### config.mk
export PLATFORM = sky130hd
export DESIGN_NAME = cgc_top
export DESIGN_NICKNAME = d
export VERILOG_FILES = /design/src/logic/cgc_pkg.sv /design/src/logic/cgc_clk_if.sv /design/src/logic/cgc_out_stage.sv /design/src/logic/cgc_top.sv
export SDC_FILE = /design/constraint.sdc
export NUM_CORES = 1
export LEC_CHECK = 0
export BUFFER_PORTS_ARGS = -buffer_cell sky130_fd_sc_hd__clkbuf_2
export CORE_MARGIN = 2
export CORE_UTILIZATION = 55
export CTS_CLUSTER_DIAMETER = 150
export CTS_CLUSTER_SIZE = 24
export DETAILED_ROUTE_END_ITERATION = 8
export PLACE_DENSITY = 0.87
export SKIP_LAST_GASP = 1
export SLEW_MARGIN = 20
export SYNTH_ARGS = -nofsm -noshare
export SYNTH_HDL_FRONTEND = slang
export SYNTH_HIERARCHICAL = 1
export SYNTH_SLANG_ARGS = --single-unit
### constraint.sdc
create_clock -name ref_clk -period 5.6 [get_ports ref_clk]
set_input_delay 0.56 -clock ref_clk [delete_from_list [all_inputs] [get_ports ref_clk]]
set_output_delay 0.56 -clock ref_clk [all_outputs]
set_load 0.01 [all_outputs]
### src/logic/cgc_pkg.sv
package cgc_pkg;
	localparam int CLK_HZ       = 10_000_000;
	// modulation rate sits in the middle of the allowed band
	localparam int SSC_MOD_HZ   = 31_000;
	localparam int SSC_HALF_CYC = CLK_HZ / (2 * SSC_MOD_HZ);
	localparam int M_W          = 11;
	localparam int N_W          = 7;
	localparam int M_SPLIT      = 3;
	localparam int BYTE_W       = 8;
	localparam int MLO_LSB      = BYTE_W - M_SPLIT;
	localparam int IDX_W        = 6;
	localparam int BYTE_OFS_W   = 2;
	localparam int MARGIN_BIT   = 4;
	localparam int REF_DIS_LSB  = 0;
	localparam int REF_DIS_W    = 2;
	localparam int MEM_DIS_LSB  = 4;
	localparam int MEM_DIS_W    = 4;
	localparam int SYS_B_W      = 3;
	localparam logic [5:0] IDX_N1    = 6'h00;
	localparam logic [5:0] IDX_N2    = 6'h01;
	localparam logic [5:0] IDX_MHI   = 6'h02;
	localparam logic [5:0] IDX_MLO   = 6'h03;
	localparam logic [5:0] IDX_DIS   = 6'h04;
	localparam logic [5:0] IDX_STAT  = 6'h05;
	localparam logic [5:0] IDX_NONE  = 6'h3F;
	localparam logic [10:0] DEF_M    = 11'h280;
	localparam logic [6:0] N_66      = 7'h1E;
	localparam logic [6:0] N_100     = 7'h14;
	localparam logic [6:0] N_125     = 7'h10;
	localparam logic [6:0] N_133     = 7'h0F;
	localparam logic [2:0] RTC_HALF_DIV8  = 3'h3;
	localparam logic [2:0] RTC_HALF_DIV16 = 3'h7;

	typedef enum logic {SSC_RISE, SSC_FALL} cgc_ssc_dir_type;

	function automatic logic [N_W-1:0] freq_to_n(input logic [1:0] code);
		case (code)
			2'h0: return N_66;
			2'h1: return N_100;
			2'h2: return N_125;
			default: return N_133;
		endcase
	endfunction

	function automatic logic [IDX_W-1:0] reg_index(input logic [31:0] addr);
		if (addr[31:IDX_W+BYTE_OFS_W] != '0)
			return IDX_NONE;
		return addr[IDX_W+BYTE_OFS_W-1:BYTE_OFS_W];
	endfunction
endpackage

### src/logic/cgc_clk_if.sv
`timescale 1ns/1ps
interface cgc_clk_if;
	logic                              mr;
	logic                              pll_select;
	logic                              reference_select;
	logic                              rtc_divider_select;
	logic [cgc_pkg::REF_DIS_W-1:0]     ref_dis;
	logic [cgc_pkg::MEM_DIS_W-1:0]     mem_dis;
	logic                              crystal_reference;
	logic                              ext_clk_p;
	logic                              ext_clk_n;
	logic                              pll_sys_clk;
	logic                              pll_mem_clk;
	logic [3:0]                        oe_pins;
	logic                              system_clock_out;
	logic                              system_clock_out_oe;
	logic [cgc_pkg::SYS_B_W-1:0]       system_clock_bank;
	logic [cgc_pkg::SYS_B_W-1:0]       system_clock_bank_oe;
	logic [cgc_pkg::MEM_DIS_W-1:0]     memory_clock_bank;
	logic [cgc_pkg::MEM_DIS_W-1:0]     memory_clock_bank_oe;
	logic                              rtc_clock_out;
	logic                              rtc_clock_out_oe;
	logic                              reference_copy_out;
	logic                              reference_copy_out_oe;

	modport ctrl (output mr, pll_select, reference_select, rtc_divider_select, ref_dis, mem_dis,
		crystal_reference, ext_clk_p, ext_clk_n, pll_sys_clk, pll_mem_clk, oe_pins,
		input system_clock_out, system_clock_out_oe, system_clock_bank, system_clock_bank_oe,
		memory_clock_bank, memory_clock_bank_oe, rtc_clock_out, rtc_clock_out_oe,
		reference_copy_out, reference_copy_out_oe);
	modport gen (input mr, pll_select, reference_select, rtc_divider_select, ref_dis, mem_dis,
		crystal_reference, ext_clk_p, ext_clk_n, pll_sys_clk, pll_mem_clk, oe_pins,
		output system_clock_out, system_clock_out_oe, system_clock_bank, system_clock_bank_oe,
		memory_clock_bank, memory_clock_bank_oe, rtc_clock_out, rtc_clock_out_oe,
		reference_copy_out, reference_copy_out_oe);
endinterface

### src/logic/cgc_out_stage.sv
`timescale 1ns/1ps
module cgc_out_stage (
	input wire logic ref_clk,
	input wire logic reset_n,
	cgc_clk_if.gen   cif
);
	typedef struct packed {
		logic                          ref_prev;
		logic [2:0]                    rtc_cnt;
		logic                          rtc;
		logic                          ref_copy;
		logic                          sys;
		logic [cgc_pkg::SYS_B_W-1:0]   sysb;
		logic [cgc_pkg::MEM_DIS_W-1:0] memb;
		logic                          sys_oe;
		logic [cgc_pkg::SYS_B_W-1:0]   sysb_oe;
		logic [cgc_pkg::MEM_DIS_W-1:0] memb_oe;
		logic                          rtc_oe;
		logic                          copy_oe;
	} cgc_out_state_type;

	cgc_out_state_type s_reg;
	cgc_out_state_type s_next;
	logic              ref_level;
	logic              sys_src;
	logic              mem_src;
	logic [2:0]        rtc_half;

	////////////////////////////////////////////////////////////////////////
	// differential input counts high only when the positive leg is high and the negative leg is low
	assign ref_level = cif.reference_select ? (cif.ext_clk_p & ~cif.ext_clk_n) : cif.crystal_reference;
	assign sys_src   = cif.pll_select ? cif.pll_sys_clk : ref_level;
	assign mem_src   = cif.pll_select ? cif.pll_mem_clk : ref_level;
	assign rtc_half  = cif.rtc_divider_select ? cgc_pkg::RTC_HALF_DIV16 : cgc_pkg::RTC_HALF_DIV8;

	always_comb begin
		s_next          = s_reg;
		s_next.ref_prev = ref_level;
		s_next.ref_copy = ref_level;
		if (ref_level && !s_reg.ref_prev) begin
			if (s_reg.rtc_cnt >= rtc_half) begin
				s_next.rtc_cnt = '0;
				s_next.rtc     = ~s_reg.rtc;
			end else begin
				s_next.rtc_cnt = s_reg.rtc_cnt + 3'h1;
			end
		end
		s_next.sys     = sys_src & ~cif.mr;
		s_next.sysb    = {cgc_pkg::SYS_B_W{sys_src & ~cif.mr}};
		s_next.memb    = {cgc_pkg::MEM_DIS_W{mem_src & ~cif.mr}};
		s_next.sys_oe  = cif.oe_pins[0];
		s_next.sysb_oe = {cgc_pkg::SYS_B_W{cif.oe_pins[1]}};
		// bus disable bits can only take away, never add, drive
		s_next.memb_oe = {cgc_pkg::MEM_DIS_W{cif.oe_pins[2]}} & ~cif.mem_dis;
		s_next.rtc_oe  = cif.oe_pins[3] & ~cif.ref_dis[0];
		s_next.copy_oe = cif.oe_pins[3] & ~cif.ref_dis[1];
	end

	always_ff @(posedge ref_clk or negedge reset_n) begin
		if (!reset_n)
			s_reg <= '0;
		else
			s_reg <= s_next;
	end

	assign cif.system_clock_out      = s_reg.sys;
	assign cif.system_clock_out_oe   = s_reg.sys_oe;
	assign cif.system_clock_bank     = s_reg.sysb;
	assign cif.system_clock_bank_oe  = s_reg.sysb_oe;
	assign cif.memory_clock_bank     = s_reg.memb;
	assign cif.memory_clock_bank_oe  = s_reg.memb_oe;
	assign cif.rtc_clock_out         = s_reg.rtc;
	assign cif.rtc_clock_out_oe      = s_reg.rtc_oe;
	assign cif.reference_copy_out    = s_reg.ref_copy;
	assign cif.reference_copy_out_oe = s_reg.copy_oe;

	////////////////////////////////////////////////////////////////////////
	property p_mr_low;
		@(posedge ref_clk) disable iff (!reset_n)
		cif.mr |=> !cif.system_clock_out && cif.system_clock_bank == '0 && cif.memory_clock_bank == '0;
	endproperty
	a_mr_low: assert property (p_mr_low) else $error("clock banks not low in master reset");

	property p_ref_copy;
		@(posedge ref_clk) disable iff (!reset_n)
		reset_n |=> cif.reference_copy_out == $past(ref_level);
	endproperty
	a_ref_copy: assert property (p_ref_copy) else $error("reference copy does not follow selection");

	property p_bank_off;
		@(posedge ref_clk) disable iff (!reset_n)
		!cif.oe_pins[2] |=> cif.memory_clock_bank_oe == '0;
	endproperty
	a_bank_off: assert property (p_bank_off) else $error("memory bank driven while pin disables it");
endmodule

### src/logic/cgc_top.sv
// Design decisions made here: the placing of the registers and the AHB-Lite register port.
`timescale 1ns/1ps
module cgc_top #(
	parameter int   SSC_HALF_CYC         = cgc_pkg::SSC_HALF_CYC,
	parameter logic N_WRITE_UNDER_SPREAD = 1'b0
) (
	input  wire logic                         ref_clk,
	input  wire logic                         reset_n,
	input  wire logic                         hsel,
	input  wire logic [31:0]                  haddr,
	input  wire logic [1:0]                   htrans,
	input  wire logic                         hwrite,
	input  wire logic [2:0]                   hsize,
	input  wire logic [31:0]                  hwdata,
	input  wire logic                         hready,
	output wire logic                         hreadyout,
	output wire logic                         hresp,
	output wire logic [31:0]                  hrdata,
	input  wire logic [3:0]                   freq_select_strap,
	input  wire logic                         master_reset_in,
	input  wire logic                         pll_select,
	input  wire logic                         reference_select,
	input  wire logic                         rtc_divider_select,
	input  wire logic                         spread_spectrum_enable,
	input  wire logic                         crystal_reference,
	input  wire logic                         ext_clk_p,
	input  wire logic                         ext_clk_n,
	input  wire logic                         pll_sys_clk,
	input  wire logic                         pll_mem_clk,
	input  wire logic                         oe_sys_pin,
	input  wire logic                         oe_sys_bank_pin,
	input  wire logic                         oe_mem_bank_pin,
	input  wire logic                         oe_ref_pin,
	output wire logic                         system_clock_out,
	output wire logic                         system_clock_out_oe,
	output wire logic [cgc_pkg::SYS_B_W-1:0]  system_clock_bank,
	output wire logic [cgc_pkg::SYS_B_W-1:0]  system_clock_bank_oe,
	output wire logic [cgc_pkg::MEM_DIS_W-1:0] memory_clock_bank,
	output wire logic [cgc_pkg::MEM_DIS_W-1:0] memory_clock_bank_oe,
	output wire logic                         rtc_clock_out,
	output wire logic                         rtc_clock_out_oe,
	output wire logic                         reference_copy_out,
	output wire logic                         reference_copy_out_oe,
	output wire logic [cgc_pkg::M_W-1:0]      fb_divider_out,
	output wire logic [cgc_pkg::N_W-1:0]      sys_divider_out,
	output wire logic [cgc_pkg::N_W-1:0]      mem_divider_out,
	output wire logic                         margin_active,
	output wire logic                         spread_active,
	output wire logic [7:0]                   ssc_phase
);
	localparam logic [7:0] SSC_TOP = 8'(SSC_HALF_CYC);

	if (SSC_HALF_CYC < 2 || SSC_HALF_CYC > 255) begin : g_chk
		$error("SSC_HALF_CYC must lie in 2..255");
	end

	typedef struct packed {
		logic                            load_pend;
		logic                            mr_prev;
		logic                            wr_pend;
		logic [cgc_pkg::IDX_W-1:0]       wr_idx;
		logic [31:0]                     rdata;
		logic [cgc_pkg::M_W-1:0]         m;
		logic [cgc_pkg::N_W-1:0]         n1;
		logic [cgc_pkg::N_W-1:0]         n2;
		logic                            margin_en;
		logic [cgc_pkg::REF_DIS_W-1:0]   ref_dis;
		logic [cgc_pkg::MEM_DIS_W-1:0]   mem_dis;
		logic [cgc_pkg::M_W-1:0]         eff_m;
		logic [cgc_pkg::N_W-1:0]         eff_n1;
		logic [cgc_pkg::N_W-1:0]         eff_n2;
		logic                            eff_margin;
		logic                            ssc_on;
		logic [7:0]                      ssc_cnt;
		cgc_pkg::cgc_ssc_dir_type        ssc_dir;
	} cgc_top_state_type;

	cgc_top_state_type             s_reg;
	cgc_top_state_type             s_next;
	logic                          margin_on;
	logic                          m_ok;
	logic                          n_ok;
	logic                          addr_ok;
	logic [cgc_pkg::IDX_W-1:0]     idx;
	logic [cgc_pkg::N_W-1:0]       strap_n1;
	logic [cgc_pkg::N_W-1:0]       strap_n2;
	logic                          mr_release;
	logic [cgc_pkg::M_W-1:0]       m_cur;
	logic [cgc_pkg::N_W-1:0]       n1_cur;
	logic [cgc_pkg::N_W-1:0]       n2_cur;
	logic                          wr_m_try;

	////////////////////////////////////////////////////////////////////////
	// strap decode: upper pair system, lower pair memory
	assign strap_n1   = cgc_pkg::freq_to_n(freq_select_strap[3:2]);
	assign strap_n2   = cgc_pkg::freq_to_n(freq_select_strap[1:0]);
	assign margin_on  = s_reg.margin_en && !spread_spectrum_enable;
	assign m_ok       = margin_on && !master_reset_in;
	// feedback stays locked under spread; output dividers follow the parameter
	assign n_ok       = s_reg.margin_en && !master_reset_in
		&& (!spread_spectrum_enable || N_WRITE_UNDER_SPREAD);
	assign addr_ok    = hsel && htrans[1] && hready;
	assign idx        = cgc_pkg::reg_index(haddr);
	assign mr_release = s_reg.mr_prev && !master_reset_in;
	assign m_cur      = s_reg.m;
	assign n1_cur     = s_reg.n1;
	assign n2_cur     = s_reg.n2;
	assign wr_m_try   = s_reg.wr_pend && (s_reg.wr_idx == cgc_pkg::IDX_MHI || s_reg.wr_idx == cgc_pkg::IDX_MLO);

	always_comb begin
		s_next         = s_reg;
		s_next.mr_prev = master_reset_in;
		s_next.wr_pend = addr_ok && hwrite;
		if (addr_ok)
			s_next.wr_idx = idx;

		// write data phase; zero wait states
		if (s_reg.wr_pend) begin
			case (s_reg.wr_idx)
				cgc_pkg::IDX_N1: begin
					if (n_ok)
						s_next.n1 = hwdata[cgc_pkg::N_W-1:0];
				end
				cgc_pkg::IDX_N2: begin
					if (n_ok)
						s_next.n2 = hwdata[cgc_pkg::N_W-1:0];
				end
				cgc_pkg::IDX_MHI: begin
					if (m_ok)
						s_next.m[cgc_pkg::M_W-1:cgc_pkg::M_SPLIT] = hwdata[cgc_pkg::BYTE_W-1:0];
				end
				cgc_pkg::IDX_MLO: begin
					if (m_ok)
						s_next.m[cgc_pkg::M_SPLIT-1:0] = hwdata[cgc_pkg::BYTE_W-1:cgc_pkg::MLO_LSB];
					s_next.margin_en = hwdata[cgc_pkg::MARGIN_BIT];
					s_next.ref_dis   = hwdata[cgc_pkg::REF_DIS_LSB +: cgc_pkg::REF_DIS_W];
				end
				cgc_pkg::IDX_DIS: begin
					s_next.mem_dis = hwdata[cgc_pkg::MEM_DIS_LSB +: cgc_pkg::MEM_DIS_W];
				end
				default: begin
				end
			endcase
		end

		// strap defaults win over any write in the same cycle
		if (s_reg.load_pend || master_reset_in || mr_release) begin
			s_next.load_pend = 1'b0;
			s_next.m         = cgc_pkg::DEF_M;
			s_next.n1        = strap_n1;
			s_next.n2        = strap_n2;
			s_next.margin_en = 1'b0;
			s_next.ref_dis   = '0;
			s_next.mem_dis   = '0;
		end

		// read captured after writes so back-to-back access sees new data
		if (addr_ok && !hwrite) begin
			case (idx)
				cgc_pkg::IDX_N1:   s_next.rdata = 32'(s_next.n1);
				cgc_pkg::IDX_N2:   s_next.rdata = 32'(s_next.n2);
				cgc_pkg::IDX_MHI:  s_next.rdata = 32'(s_next.m[cgc_pkg::M_W-1:cgc_pkg::M_SPLIT]);
				cgc_pkg::IDX_MLO:  s_next.rdata = 32'({s_next.m[cgc_pkg::M_SPLIT-1:0], s_next.margin_en,
					2'h0, s_next.ref_dis});
				cgc_pkg::IDX_DIS:  s_next.rdata = 32'({s_next.mem_dis, 4'h0});
				cgc_pkg::IDX_STAT: s_next.rdata = 32'({s_reg.ssc_on, s_reg.eff_margin, s_reg.mr_prev,
					freq_select_strap});
				default:           s_next.rdata = '0;
			endcase
		end

		// divider values handed to the synthesizer
		s_next.eff_margin = margin_on;
		if (margin_on) begin
			s_next.eff_m  = s_reg.m;
			s_next.eff_n1 = s_reg.n1;
			s_next.eff_n2 = s_reg.n2;
		end else begin
			s_next.eff_m  = cgc_pkg::DEF_M;
			s_next.eff_n1 = strap_n1;
			s_next.eff_n2 = strap_n2;
		end

		// triangle profile; depth is applied by the analog loop
		s_next.ssc_on = spread_spectrum_enable;
		if (!spread_spectrum_enable) begin
			s_next.ssc_cnt = '0;
			s_next.ssc_dir = cgc_pkg::SSC_RISE;
		end else begin
			case (s_reg.ssc_dir)
				cgc_pkg::SSC_RISE: begin
					s_next.ssc_cnt = s_reg.ssc_cnt + 8'h01;
					if (s_reg.ssc_cnt + 8'h01 >= SSC_TOP)
						s_next.ssc_dir = cgc_pkg::SSC_FALL;
				end
				cgc_pkg::SSC_FALL: begin
					s_next.ssc_cnt = s_reg.ssc_cnt - 8'h01;
					if (s_reg.ssc_cnt <= 8'h01)
						s_next.ssc_dir = cgc_pkg::SSC_RISE;
				end
				default: begin
					s_next.ssc_cnt = '0;
					s_next.ssc_dir = cgc_pkg::SSC_RISE;
				end
			endcase
		end
	end

	always_ff @(posedge ref_clk or negedge reset_n) begin
		if (!reset_n) begin
			s_reg           <= '0;
			s_reg.load_pend <= 1'b1;
		end else begin
			s_reg <= s_next;
		end
	end

	////////////////////////////////////////////////////////////////////////
	cgc_clk_if cif ();

	assign cif.mr                 = master_reset_in;
	assign cif.pll_select         = pll_select;
	assign cif.reference_select   = reference_select;
	assign cif.rtc_divider_select = rtc_divider_select;
	assign cif.ref_dis            = s_reg.ref_dis;
	assign cif.mem_dis            = s_reg.mem_dis;
	assign cif.crystal_reference  = crystal_reference;
	assign cif.ext_clk_p          = ext_clk_p;
	assign cif.ext_clk_n          = ext_clk_n;
	assign cif.pll_sys_clk        = pll_sys_clk;
	assign cif.pll_mem_clk        = pll_mem_clk;
	assign cif.oe_pins            = {oe_ref_pin, oe_mem_bank_pin, oe_sys_bank_pin, oe_sys_pin};

	cgc_out_stage u_out (
		.ref_clk (ref_clk),
		.reset_n (reset_n),
		.cif     (cif)
	);

	assign system_clock_out      = cif.system_clock_out;
	assign system_clock_out_oe   = cif.system_clock_out_oe;
	assign system_clock_bank     = cif.system_clock_bank;
	assign system_clock_bank_oe  = cif.system_clock_bank_oe;
	assign memory_clock_bank     = cif.memory_clock_bank;
	assign memory_clock_bank_oe  = cif.memory_clock_bank_oe;
	assign rtc_clock_out         = cif.rtc_clock_out;
	assign rtc_clock_out_oe      = cif.rtc_clock_out_oe;
	assign reference_copy_out    = cif.reference_copy_out;
	assign reference_copy_out_oe = cif.reference_copy_out_oe;
	assign fb_divider_out        = s_reg.eff_m;
	assign sys_divider_out       = s_reg.eff_n1;
	assign mem_divider_out       = s_reg.eff_n2;
	assign margin_active         = s_reg.eff_margin;
	assign spread_active         = s_reg.ssc_on;
	assign ssc_phase             = s_reg.ssc_cnt;
	assign hreadyout             = 1'b1;
	assign hresp                 = 1'b0;
	assign hrdata                = s_reg.rdata;

	////////////////////////////////////////////////////////////////////////
	property p_strap_decode;
		@(posedge ref_clk) disable iff (!reset_n)
		reset_n && !margin_on |=> sys_divider_out == $past(strap_n1) && mem_divider_out == $past(strap_n2)
			&& fb_divider_out == cgc_pkg::DEF_M;
	endproperty
	a_strap_decode: assert property (p_strap_decode) else $error("strap decode wrong");

	property p_margin_regs;
		@(posedge ref_clk) disable iff (!reset_n)
		margin_on |=> fb_divider_out == $past(m_cur) && sys_divider_out == $past(n1_cur) && margin_active;
	endproperty
	a_margin_regs: assert property (p_margin_regs) else $error("margin dividers not taken from registers");

	property p_mr_hold;
		@(posedge ref_clk) disable iff (!reset_n)
		master_reset_in |=> m_cur == cgc_pkg::DEF_M && n1_cur == $past(strap_n1) && !s_reg.margin_en;
	endproperty
	a_mr_hold: assert property (p_mr_hold) else $error("dividers not held in master reset");

	property p_release_load;
		@(posedge ref_clk) disable iff (!reset_n)
		$fell(master_reset_in) |=> n2_cur == $past(strap_n2) && m_cur == cgc_pkg::DEF_M;
	endproperty
	a_release_load: assert property (p_release_load) else $error("no reload at reset release");

	property p_no_margin_write;
		@(posedge ref_clk) disable iff (!reset_n)
		(wr_m_try && !s_reg.margin_en && !master_reset_in && !s_reg.mr_prev && !s_reg.load_pend)
			|=> m_cur == $past(m_cur);
	endproperty
	a_no_margin_write: assert property (p_no_margin_write) else $error("feedback written without margin");

	property p_ssc_block;
		@(posedge ref_clk) disable iff (!reset_n)
		(wr_m_try && spread_spectrum_enable && !master_reset_in && !s_reg.mr_prev && !s_reg.load_pend)
			|=> m_cur == $past(m_cur);
	endproperty
	a_ssc_block: assert property (p_ssc_block) else $error("feedback written under spread");

	property p_ssc_off;
		@(posedge ref_clk) disable iff (!reset_n)
		!spread_spectrum_enable |=> ssc_phase == 8'h00 && !spread_active;
	endproperty
	a_ssc_off: assert property (p_ssc_off) else $error("spread profile active while disabled");
endmodule

Yosys cells after proc, flatten, opt, wreduce, memory -nomap -nowiden
Index checks and enable logic that the tools add are counted.

storage, ports and cells
  input bits = 92
  logic and storage cells = 111
  flip-flop bits (word level) = 125
  output and inout bits = 89

operators by class
  $add $sub $neg = 3
  reduce and logical (&&, ||, !) cells = 22
  bitwise gates (word level) = 13
  equal/unequal tests = 13
  order comparisons = 3
  mux-type cells = 28

operators with widths
  cell                 number
  $mux 32              2
  $pmux 8 s6           1
  $pmux 5 s3           2
  $mux 7               4
  $mux 25              1
  $eq 6x2->1 const B   4
  $reduce_bool 24->1   1
  $eq 6x3->1 const B   3
  $pmux 9 s2           1
  $mux 8               2
  $mux 3               5
  $eq 6x1->1 const B   2
  $logic_not 6->1      2
  $mux 6               2
  $logic_and 1x1->1    10
  $mux 9               1
  $add 8x1->8 const B  1
  $ge 8x8->1 const B   1
  $le 8x1->1 const B   1
  $sub 8x1->8 const B  1
  $mux 1               6
  $not 1->1            6
  $and 1x1->1          5
  $and 4x4->4          1
  other kinds (10)     17

Longest topological paths before layout
  depth after elaboration = 8
  gate-level depth with buffers = 7
  mapped depth without buffers = 7

By module
Netlist, hierarchy kept.

modules (own cells, without submodules)
  module         seq. area each (µm²)  instances  cells an instance  area each (µm²)
  cgc_top        2128.3                1          458                4549.4
  cgc_out_stage  375.4                 1          62                 699.4

Worst setup path after synthesis
No wires, ideal clock.

  path kind = input to register
  from = in master_reset_in
  to = reg s_reg (netlist bit hrdata[5])
  buffers on the path = 0
  required time = 5479 ps
  path slack = 3170 ps
  arrival = 2309 ps
  cell stages on the path = 6
  path through = or3b_2 nor4_4 mux2i_1 o22a_1 o221ai_1 a22o_1

on the way
  longest elaborated chain between the ends = 8
  elaborated cells on any way between the ends = 18

RTL lines
  item                       line                                           RTL
  start: declaration         cgc_top.sv:20                                  input wire logic master_reset_in,
  $logic_not 1->1            cgc_top.sv:98, cgc_top.sv:100, cgc_top.sv:104
  $logic_and 1x1->1          cgc_top.sv:100                                 assign n_ok = s_reg.margin_en && !master_reset_in
  $logic_and 1x1->1          cgc_top.sv:101                                 && (!spread_spectrum_enable || N_WRITE_UNDER_SPREAD);
  $mux 7 (on tied branches)  cgc_top.sv:125, cgc_top.sv:121
  $mux 7                     cgc_top.sv:119                                 case (s_reg.wr_idx)
  $mux 32                    cgc_top.sv:118                                 if (s_reg.wr_pend) begin
  $mux 32 (*)                cgc_top.sv:147                                 if (s_reg.load_pend || master_reset_in || mr_release) begin
  $pmux 8 s6 (*)             cgc_top.sv:159                                 case (idx)
  end signal: assignment     cgc_top.sv:214                                 s_reg <= s_next;
  end: declaration           cgc_top.sv:78                                  cgc_top_state_type s_reg;

Every way passes the cells marked *; elsewhere a longest branch is shown, timed or not.
A chain may end at the register's enable or synchronous reset.

Final worst setup path
  from = in haddr[4]
  to = reg s_reg (netlist bit hrdata[6])

on the way
  longest elaborated chain between the ends = 3
  elaborated cells on any way between the ends = 8

RTL lines
  item                                      line            RTL
  start: declaration                        cgc_top.sv:10   input wire logic [31:0] haddr,
  $mux 6 (*)                                cgc_pkg.sv:48   return addr[IDX_W+BYTE_OFS_W-1:BYTE_OFS_W];
  $eq 6x3->1, or another cell as far along  cgc_top.sv:159
  $pmux 8 s6 (*)                            cgc_top.sv:159

Marks and branches as above.

==> impl_metrics.tcl <==
set metrics [dict create \
    syn_area_um2 5250 \
    fin_crit_ns 2.90 \
    hold_viol 0 \
    dp_hpwl_um 8540 \
    yosysUniqueCellTypes 61 \
    start_util_pct 56.8 \
    start_kind "input pin" \
    die_y_um 102 \
    maxCapViolations 0 \
    power.share.clock_pct 32.4 \
    synth_compound_area_share_pct 9.73 \
    p_int_mw 1.04 \
    worstPathArrival_ns 3.19 \
    ctsResizeCount 0 \
    slowest_delay_ns 1.00 \
    tightest_slew_ns 1.15 \
    multi_input_area_um2 2120 \
    grt_pass1_vias 3719 \
    crit_chain "clkbuf_2, nor4_1, nand2_1, nor4_1, o211ai_1, nand3_1" \
    final_common_cell "clkbuf_2" \
    cp_data_required_time_ns 5.89 \
    utilization_pct 61.5 \
    postRouteAntennaNets 0 \
    clock_path_buffers 2 \
    fillCellCount 770 \
    drt_iter0_drc 261 \
    cp_top_family "simple AND/OR/NAND/NOR gates" \
    fin_skew_ns 0.0157 \
    place_congestion 0.947 \
    synth-edff-count 0 \
    ff_latch_area_um2 2500 \
    p_seq_share_pct 54.6 \
    rows 35 \
    area_delta_synth_final_pct 8.34 \
    postCtsHoldBufs 0 \
    h-tree-depth 3 \
    rsz0062_at_grt "false" \
    placedInstanceArea_um2 5490 \
    fin_crit_sh_pct 51.8 \
    yosysSeqAreaShare_pct 47.7 \
    critPathMostFrequentCell "nor4_1" \
    cts-root-buf "clkbuf_8" \
    ios 181 \
    grt_use_total_pct 22.3 \
    fp.dieW_um 102 \
    diodes 0 \
    synthSimpleGateAreaFrac_pct 17.9 \
    critPathMaxFanout 7 \
    cp-end-kind "flip-flop" \
    crit_slowest_cell "nor4_1" \
    synth_top_family_by_area "simple AND/OR/NAND/NOR gates" \
    yosys_warnings 6 \
    synthXorXnorAreaFrac_pct 1.67 \
    switchingPower_mw 0.386 \
    yosys_register_bits 100 \
    leakagePower_nw 2.78 \
    design_area_um2 5690 \
    maxSlewViolCount 0 \
    vias 3873 \
    max_clock_freq_mhz 344 \
    worstPathBufferInverterCount 1 \
    synth_mux_area_share_pct 6.91 \
    wl_per_cell_um 15.8 \
    status "complete, no violations" \
    synthArstFlopShare_pct 100 \
    worstSkewPairLatency_ns 0.36 \
    final_cell_mix "123 x clkbuf_2, 99 x dfrtp_1, 44 x nor2_1, 44 x nand2_1, 34 x mux2i_1" \
    irDropWorstVdd_uv 137 \
    grt_pass1_wl_um 17900 \
    hp-class "in2async" \
    slew_headroom_pct 22.7 \
    cts_made_buffers 9 \
    tritoncts "done" \
    first_pass_iters 5 \
    drive_above_1_share_pct 27.2 \
    p_comb_share_pct 13.1 \
    cts_sinks 100 \
    synth_area_per_cell_um2 10.1 \
    grt_start_max_net_pins 73 \
    antenna_found_initial 0 \
    pwr_density_cell_nw_per_um2 250 \
    path_class "in2reg" \
    place_ws_ns 2.49 \
    synthAdderAreaFrac_pct 2.15 \
    syn_inst 520 \
    path_clk_slew_ns 0.10 \
    reg2reg_slack_ns 2.85 \
    synth_flop_cell "dfrtp_1" \
    routed_via_density 5.37 \
    fin_ws_ns 2.70 \
    design.die.area_um2 10300 \
    final_cells 721 \
    place.port_buffers 124 \
    postCtsSetupBuffers 0 \
    place_inst 705 \
    drc 0 \
    setup_violations 0 \
    fin_nets 688 \
    core_um2 9240 \
    drt-total-wl_um 11400 \
    overflow 0 \
    netSwitchingFraction_pct 27.1 \
    setup_tns_ns 0 \
]
## worst paths after layout
path / from / end / cells past startpoint
worst min register to register: cif.mem_dis[1] / u_out/cif.memory_clock_bank_oe[1] / 1
worst max-delay path: haddr[4] / hrdata[6] / 6
worst min-delay path: reset_n / s_reg[0] / 1
worst max register to register: s_reg[103] / hrdata[5] / 6
max in group asynchronous: reset_n / s_reg[106] / 2
min in group ref_clk: oe_sys_pin / u_out/cif.system_clock_out_oe / 1
## Yosys cell counts (6+ instances only)
master	count	share of area, %
dfrtp_1	99	47
buf_4	81	12
nand2_1	44	3.1
nor2_1	44	3.1
mux2i_1	34	6.5
and2_1	21	2.5
clkbuf_1	16	1.1
inv_1	15	1.1
o21ai_0	13	1.2
a21oi_1	12	1.1
nor4_1	11	1.3
ha_1	9	2.1
nand3_1	9	0.86
nor2b_1	9	1.1
nor3_1	8	0.76
nand2b_1	7	0.83
a31oi_1	6	0.72
nand4_1	6	0.72
xor2_1	6	1.0
## power by group through the flow
stage          sequential (mW)  clock [mW]  combinational (mW)
6_report                 0.777       0.461               0.186
3_5_place_dp             0.791           0               0.186
5_1_grt                  0.782       0.497               0.211
3_3_place_gp             0.789           0               0.177
2_1_floorplan            0.789           0               0.133
4_1_cts                  0.777       0.469               0.186
## layout make-up
cell class,count,share of cell area (%)
sequential,100,44.0
multi-input combinational,333,37.3
timing repair buffer,128,11.5
tap,129,2.84
clock buffer,11,2.31
clock inverter,5,1.08
inverter,15,0.990
## per-layer routing
metal	vias up	track usage, %	wire (um)
met5	-	0	0
li1	1808	-	-
met4	0	7.48	141
met1	1863	29.5	4620
met2	188	37.5	5800
met3	14	3.38	856
## logic make-up after synthesis
logic type               Yosys count
XOR/XNOR                          10
AND/OR/NAND/NOR                  179
AO/OA/AOI/OAI                     73
other                              2
adder cells (fa/ha/maj)            9
buffers and inverters            112
flip-flops                       100
multiplexers                      35
## metrics by stage
stage	hold slack (ns)	power [mW]
3_3_place_gp	0.422	0.966
4_1_cts	0.111	1.43
2_1_floorplan	0.264	0.923
6_report	0.105	1.42
5_1_grt	0.117	1.49
3_5_place_dp	0.424	0.977
Power figures use the tool's default switching activity.
